--- config.mk ---
export PLATFORM = sky130hd
export DESIGN_NAME = cfms_select
export DESIGN_NICKNAME = d
export VERILOG_FILES = /design/src/hdl/cfms_pkg.sv /design/src/hdl/cfms_decode.sv /design/src/hdl/cfms_select.sv
export VERILOG_INCLUDE_DIRS = /design/src /design/src/hdl
export SDC_FILE = /design/constraint.sdc
export NUM_CORES = 1
export LEC_CHECK = 0
export ABC_AREA = 1
export CAP_MARGIN = 20
export CORE_MARGIN = 2
export CORE_UTILIZATION = 46
export CTS_CLUSTER_SIZE = 28
export DETAILED_ROUTE_END_ITERATION = 10
export DONT_BUFFER_PORTS = 1
export SYNTH_ARGS = -nofsm -noshare
export SYNTH_HDL_FRONTEND = slang
export SYNTH_SLANG_ARGS = --single-unit
--- constraint.sdc ---
create_clock -name clk -period 2.3 [get_ports clk]
set_clock_uncertainty 0.2 [all_clocks]
set_input_delay 0 -clock clk [delete_from_list [all_inputs] [get_ports clk]]
set_output_delay 0 -clock clk [all_outputs]
set_load 0.01 [all_outputs]
--- src/hdl/cfms_map.svh ---
/*
 Register map constants for the filter 8..15 mask source select block.
 Assumes inclusion by bare name from files that need offsets and fields.
*/
`ifndef CFMS_MAP_SVH
`define CFMS_MAP_SVH

`define CFMS_SELECT_OFFSET 4'h0
`define CFMS_SELECT_RESET 16'h0000
`define CFMS_FIELD_WIDTH 2
`define CFMS_FIRST_FILTER 8
`define CFMS_CODE_MASK0 2'h0
`define CFMS_CODE_MASK1 2'h1
`define CFMS_CODE_MASK2 2'h2
`define CFMS_CODE_NONE 2'h3
`define CFMS_RDATA_IDLE 16'h0000
`define CFMS_SEL_ALL_ON 8'hff
`define CFMS_SEL_ALL_OFF 8'h00

`endif

--- src/hdl/cfms_pkg.sv ---
/*
 Types for the filter 8..15 mask source select block.
 Assumes cfms_map.svh is on the include path.
*/
`default_nettype none
`include "cfms_map.svh"

package cfms_pkg;
   typedef enum logic [1:0] {
      CFMS_SRC_MASK0 = `CFMS_CODE_MASK0,
      CFMS_SRC_MASK1 = `CFMS_CODE_MASK1,
      CFMS_SRC_MASK2 = `CFMS_CODE_MASK2,
      CFMS_SRC_NONE = `CFMS_CODE_NONE
   } cfms_src_t;

   typedef struct packed {
      logic [15:0] filter_hi_mask_source_select;
      logic [15:0] rd_data;
      logic [7:0] use_mask0;
      logic [7:0] use_mask1;
      logic [7:0] use_mask2;
      logic [7:0] use_no_mask;
   } cfms_state_t;
endpackage

`default_nettype wire

--- src/hdl/cfms_decode.sv ---
/*
 Decodes one 2-bit mask source field into per-mask one-hot selects.
 Assumes the field is the register's incoming value, ahead of the register; purely combinational.
*/
`default_nettype none
`include "cfms_map.svh"

module cfms_decode
   import cfms_pkg::*;
(
   // Field in
   input wire logic [1:0] field,
   // Selects out
   output logic use_mask0,
   output logic use_mask1,
   output logic use_mask2,
   output logic use_no_mask
);
   always_comb begin
      use_mask0 = 1'b0;
      use_mask1 = 1'b0;
      use_mask2 = 1'b0;
      use_no_mask = 1'b0;
      unique case (cfms_src_t'(field))
         CFMS_SRC_MASK2: use_mask2 = 1'b1;
         CFMS_SRC_MASK1: use_mask1 = 1'b1;
         CFMS_SRC_MASK0: use_mask0 = 1'b1;
         CFMS_SRC_NONE: use_no_mask = 1'b1;
      endcase
   end
endmodule

`default_nettype wire

--- src/hdl/cfms_select.sv ---
/*
 Mask source select register for acceptance filters 8..15.
 Assumes a single-cycle strobe register port on clk and synchronous reset.
*/
`default_nettype none
`include "cfms_map.svh"

// Operation
// - Eight 2-bit fields, filter 15 at bits 15:14 down to filter 8 at 1:0.
// - Code 10 selects mask register set two.
// - Code 01 selects set one; code 00 selects set zero.
// - Code 11 applies no mask; all identifier bits compared.
module cfms_select
   import cfms_pkg::*;
#(
   parameter int NUM_FILTERS = 8
)
(
   // Clock and reset
   input wire logic clk,
   input wire logic rst,
   // Register port
   input wire logic [3:0] reg_addr,
   input wire logic [15:0] reg_wdata,
   input wire logic reg_wr,
   input wire logic reg_rd,
   output logic [15:0] reg_rdata,
   // Per-filter mask source, index 0 is filter 8
   output logic [2*NUM_FILTERS-1:0] filter_mask_source,
   // Per-filter one-hot selects
   output logic [NUM_FILTERS-1:0] filter_use_mask0,
   output logic [NUM_FILTERS-1:0] filter_use_mask1,
   output logic [NUM_FILTERS-1:0] filter_use_mask2,
   output logic [NUM_FILTERS-1:0] filter_use_no_mask
);
   // Register word holds exactly eight two-bit fields
   if (NUM_FILTERS != 8) begin : g_bad_count
      $error("cfms_select serves exactly eight filters");
   end

   // Reset image: register clear, so every filter starts on mask set zero
   localparam cfms_state_t RESET_STATE = '{
      filter_hi_mask_source_select: `CFMS_SELECT_RESET,
      rd_data: `CFMS_RDATA_IDLE,
      use_mask0: `CFMS_SEL_ALL_ON,
      use_mask1: `CFMS_SEL_ALL_OFF,
      use_mask2: `CFMS_SEL_ALL_OFF,
      use_no_mask: `CFMS_SEL_ALL_OFF
   };

   cfms_state_t state;
   cfms_state_t next_state;
   logic write_hit;
   logic read_hit;
   logic [15:0] sel_value;
   logic [NUM_FILTERS-1:0] dec0;
   logic [NUM_FILTERS-1:0] dec1;
   logic [NUM_FILTERS-1:0] dec2;
   logic [NUM_FILTERS-1:0] decn;

   // Strobe aimed at the select register
   function automatic logic hits_select(input logic strobe, input logic [3:0] addr);
      return strobe && (addr == `CFMS_SELECT_OFFSET);
   endfunction

   // One filter's field out of the packed register word
   function automatic logic [1:0] field_of(input logic [15:0] word, input int idx);
      return word[`CFMS_FIELD_WIDTH*idx +: `CFMS_FIELD_WIDTH];
   endfunction

   assign write_hit = hits_select(reg_wr, reg_addr);
   assign read_hit = hits_select(reg_rd, reg_addr);

   // Value the register takes at the coming edge
   assign sel_value = write_hit ? reg_wdata : state.filter_hi_mask_source_select;

   // Field i sits at bits 2i+1:2i; filter 8 lowest, filter 15 highest
   genvar i;
   generate
      for (i = 0; i < NUM_FILTERS; i++) begin : g_flt
         cfms_decode u_dec (
            .field(field_of(sel_value, i)),
            .use_mask0(dec0[i]),
            .use_mask1(dec1[i]),
            .use_mask2(dec2[i]),
            .use_no_mask(decn[i])
         );
      end
   endgenerate

   // Selects decoded from the incoming value, so they change with the register
   always_comb begin
      next_state = state;
      next_state.filter_hi_mask_source_select = sel_value;
      next_state.rd_data = `CFMS_RDATA_IDLE;
      if (read_hit) begin
         next_state.rd_data = state.filter_hi_mask_source_select;
      end
      next_state.use_mask0 = dec0;
      next_state.use_mask1 = dec1;
      next_state.use_mask2 = dec2;
      next_state.use_no_mask = decn;
   end

   always_ff @(posedge clk) begin
      if (rst) begin
         state <= RESET_STATE;
      end else begin
         state <= next_state;
      end
   end

   // Every output straight from the state register
   assign reg_rdata = state.rd_data;
   assign filter_mask_source = state.filter_hi_mask_source_select;
   assign filter_use_mask0 = state.use_mask0;
   assign filter_use_mask1 = state.use_mask1;
   assign filter_use_mask2 = state.use_mask2;
   assign filter_use_no_mask = state.use_no_mask;
endmodule

`default_nettype wire

==> results.txt <==
The count of nets left with antenna violations after detail routing was 0; the CTS clock-pin slew for the worst setup and hold paths was 0.06 ns. The logs give 88 for the number of top-level pins and 0.5162 for the headroom to the max-slew limit. Routability-driven placement finished with a final weighted congestion of 0.7799. After detailed routing, the number of remaining DRC violations is 0. The run gives 0.09167 as the met3 usage in global routing.

The peak fanout along the critical path was 15; the standard-cell row count was 24. The path class of the tightest hold or removal check is reg2reg. 0 antenna diodes ended up in the layout. The maximum level of the CTS H-tree is 3, and the total overflow reported by the global router is 0.

For the final setup violation count, the log shows 0. The multi-input combinational cells in the finished layout cover a total of 563.0 sq um. The critical path ends at filter_use_mask0[0]. The core region area is 0.004414 sq mm. Count of final max-slew check failures: 0. Counting flops and latches in the post-synthesis netlist gives 64.

Smallest setup slack after layout: 0.2267 ns. The number of standard cells in the layout, taps in and fillers out was 366; the via count of the first global-routing pass was 1589. Subtracting the final worst setup slack from the clock period gives 2.073 ns. Synthesized area per cell: 8.183 sq um.

The slack of the worst reg-to-reg path is 1.21 ns. After global routing, the most crowded layer is met2. In the final layout, flip-flops and latches occupy 0.001281 sq mm. During synthesis, Yosys emitted a total of 0 warnings. For the maximum clock frequency, the log shows 482.3 MHz. From synthesis to final layout, the design area changed by 30.58%. The count of buffers added on input and output ports is 0. After layout, the design draws a total of 2.121 mW. The tools report the fraction of the yosys area taken by sequential cells as 0.5999.

The post-route fraction of the period consumed by the critical path was 0.9014. Setup repair after global routing left no endpoint under its margin. The via count is 1700, and the transition time of the tightest slew-check pin is 0.7257 ns. Once detailed placement completed, the half-perimeter wirelength came to 2.966 mm. Across the VDD grid, the largest voltage drop is 0.0003897 V. The worst register-to-register path begins at filter_mask_source[0].

The flow ran to the end, and the final reports show no timing, DRC or antenna violations. The die covers 0.005204 sq mm. Number of antenna violations at the first check in global routing: 0. By startpoint and endpoint, the worst setup path is classified as in2reg.

The endpoint of the most critical register-to-register path is filter_use_mask0[0]. In this run the horizontal extent of the chip is 72.14 microns. The category of the worst setup path launch point is an input port. The layout has 389 filler cells. For this block, the routed nets add up to 4.932 mm of wire. For the leakage power figure, the log shows 1.489 nW. Timing analysis after detailed placement gives a worst setup slack of 0.8617 ns.

For this run, the post-layout net count is 335. In this run, the number of DRC markers left after iteration 0 of detailed routing was 56. The post-synthesis instance area is 0.002136 sq mm. The number of nets in the synthesized netlist is 285. The summed negative setup slack over all endpoints was 0 ns; the height of the chip was 72.14 microns. Data on the critical path is required at its endpoint by 2.30 ns. Final hold analysis gives a worst-case slack of 0.2992 ns. After detailed placement, the design holds a cell count of 305. No sink is reached through more buffers than the 2 on the longest clock path. The worst setup path is captured at a register.

The run gives 0.2449 as the global routing met1 resource utilization. The logs give 26 for the pin count of the biggest net entering global routing and 0 for the hold violation total from the final report. For the post-synthesis cell count, the log shows 261.

TritonCTS built the clock tree. The combined global-route utilization of all metal layers was 0.2025; the number of search-and-repair iterations in the first detailed-routing pass was 5. The met2 track demand over resource was 0.3078; the clock sink count was 64. The clock reaches the later pin of the worst-skew pair after 0.33 ns. STA puts the critical path data arrival time at 2.08 ns. The cell at the root of the clock tree is clkbuf_8. Path depth of the worst reg2reg path: 5.

The number of clock buffers added by TritonCTS is 9. The power density over the cells is 760.4 mW/mm^2, and the vias per cell is 4.645. The effective utilization at floorplan is 0.4838, and the routed length per placed instance is 13.48 microns. The logs give 0 for the max-cap check violation count and 14 for the number of unique standard cell types used by synthesis. The layout cell share with drive strength beyond 1 was 0.08280. The first global-routing pass estimated 7.790 mm of wire. The most critical setup path has its startpoint at reg_addr[0].
-- Yosys cell counts --
library cell	count	area, sq um
dfxtp_1	64	1281
clkbuf_1	3	11.26
nand3_4	1	17.52
nand2_1	48	180.2
buf_6	1	11.26
inv_1	64	240.2
nor2_1	40	150.1
buf_2	2	10.01
nor2_4	2	22.52
nand4_2	1	12.51
inv_2	1	3.750
nand3_1	16	80.08
nand4_1	16	100.1
buf_4	2	15.01
-- per-stage QoR --
stage | utilization | cell area, sq um
finish | 0.6318 | 2789
global route | 0.6318 | 2789
CTS | 0.6131 | 2706
detailed placement | 0.4878 | 2153
global placement | 0.4878 | 2153
floorplan | - | 2136
-- kinds of logic (layout without fill, tap and decap cells) --
kind of cell	count (synthesis)	in the layout	synth area share
AND/OR/NAND/NOR	124	124	0.2636
flip-flops	64	64	0.5999
buffers and inverters	73	126	0.1365
-- routing by layer --
metal	wire, microns	part of all wire	up-vias
met2	2340	0.47	68
met5	0	0	-
li1	-	-	873
met3	438	0.089	9
met4	80	0.016	0
met1	2072	0.42	750
-- repair_timing --
item / 4_1_cts / 5_1_grt
endpoints found under the setup margin: 0 / 10
buffers inserted: 0 / 9
hold buffers: 38 / 0
endpoints found under the hold margin: 64 / 0
resized for setup: 0 / 1
-- critical path, cell delays in order --
cell and delay, ns:
dlygate4sd3_1 0.57, nor2_4 0.14, buf_12 0.14, nand3_4 0.19
dlygate4sd3_1 0.71, nand2_1 0.10, nand2_1 0.09, nand2_1 0.08
nand2_1 0.05
-- power by group --
group          leakage, nW  switching [mW]  internal (mW)
logic                0.882          0.0712         0.0591
registers            0.518          0.0179           1.13
clock network       0.0886           0.376          0.469
total                 1.49           0.465           1.66
-- cell type report --
| class | count | share of cell area |
|---|---|---|
| Inverter | 65 | 0.08748 |
| Tap cell | 52 | 0.02333 |
| Timing Repair Buffer | 47 | 0.1660 |
| Multi-Input combinational cell | 124 | 0.2019 |
| Sequential cell | 64 | 0.4594 |
| Clock buffer | 14 | 0.06191 |
-- state kept, by name, indices dropped and copies added, names as in the netlist --
register and flops:
filter_mask_source 16, filter_use_mask0 8, filter_use_mask1 8, filter_use_mask2 8, filter_use_no_mask 8, reg_rdata 16
-- layout by cell type (no fill, tap or decap) --
master | Yosys | final
dlymetal6s4s_1 | 0 | 1
clkbuf_8 | 0 | 12
nand4_2 | 1 | 1
nor2_1 | 40 | 40
nor2_4 | 2 | 2
inv_2 | 1 | 1
buf_4 | 2 | 8
buf_12 | 0 | 1
nand4_1 | 16 | 16
nand3_1 | 16 | 16
dlygate4sd3_1 | 0 | 37
inv_1 | 64 | 64
clkbuf_1 | 3 | 2
nand3_4 | 1 | 1
dfxtp_1 | 64 | 64
nand2_1 | 48 | 48
-- how the worst min path moves through the flow --
stage                          start                    end  slack [ns]  cells after the start
5_1_grt        filter_mask_source[1]           reg_rdata[1]        0.32                      2
3_5_place_dp                  reg_wr  filter_mask_source[2]        0.08                      3
3_3_place_gp                  reg_wr  filter_mask_source[4]        0.08                      3
2_1_floorplan                 reg_rd           reg_rdata[0]        0.02                      2
4_1_cts                 reg_wdata[2]  filter_mask_source[2]        0.29                      5
6_report       filter_mask_source[6]           reg_rdata[6]        0.30                      2
Note: power is estimated with default switching activity, not from simulation.
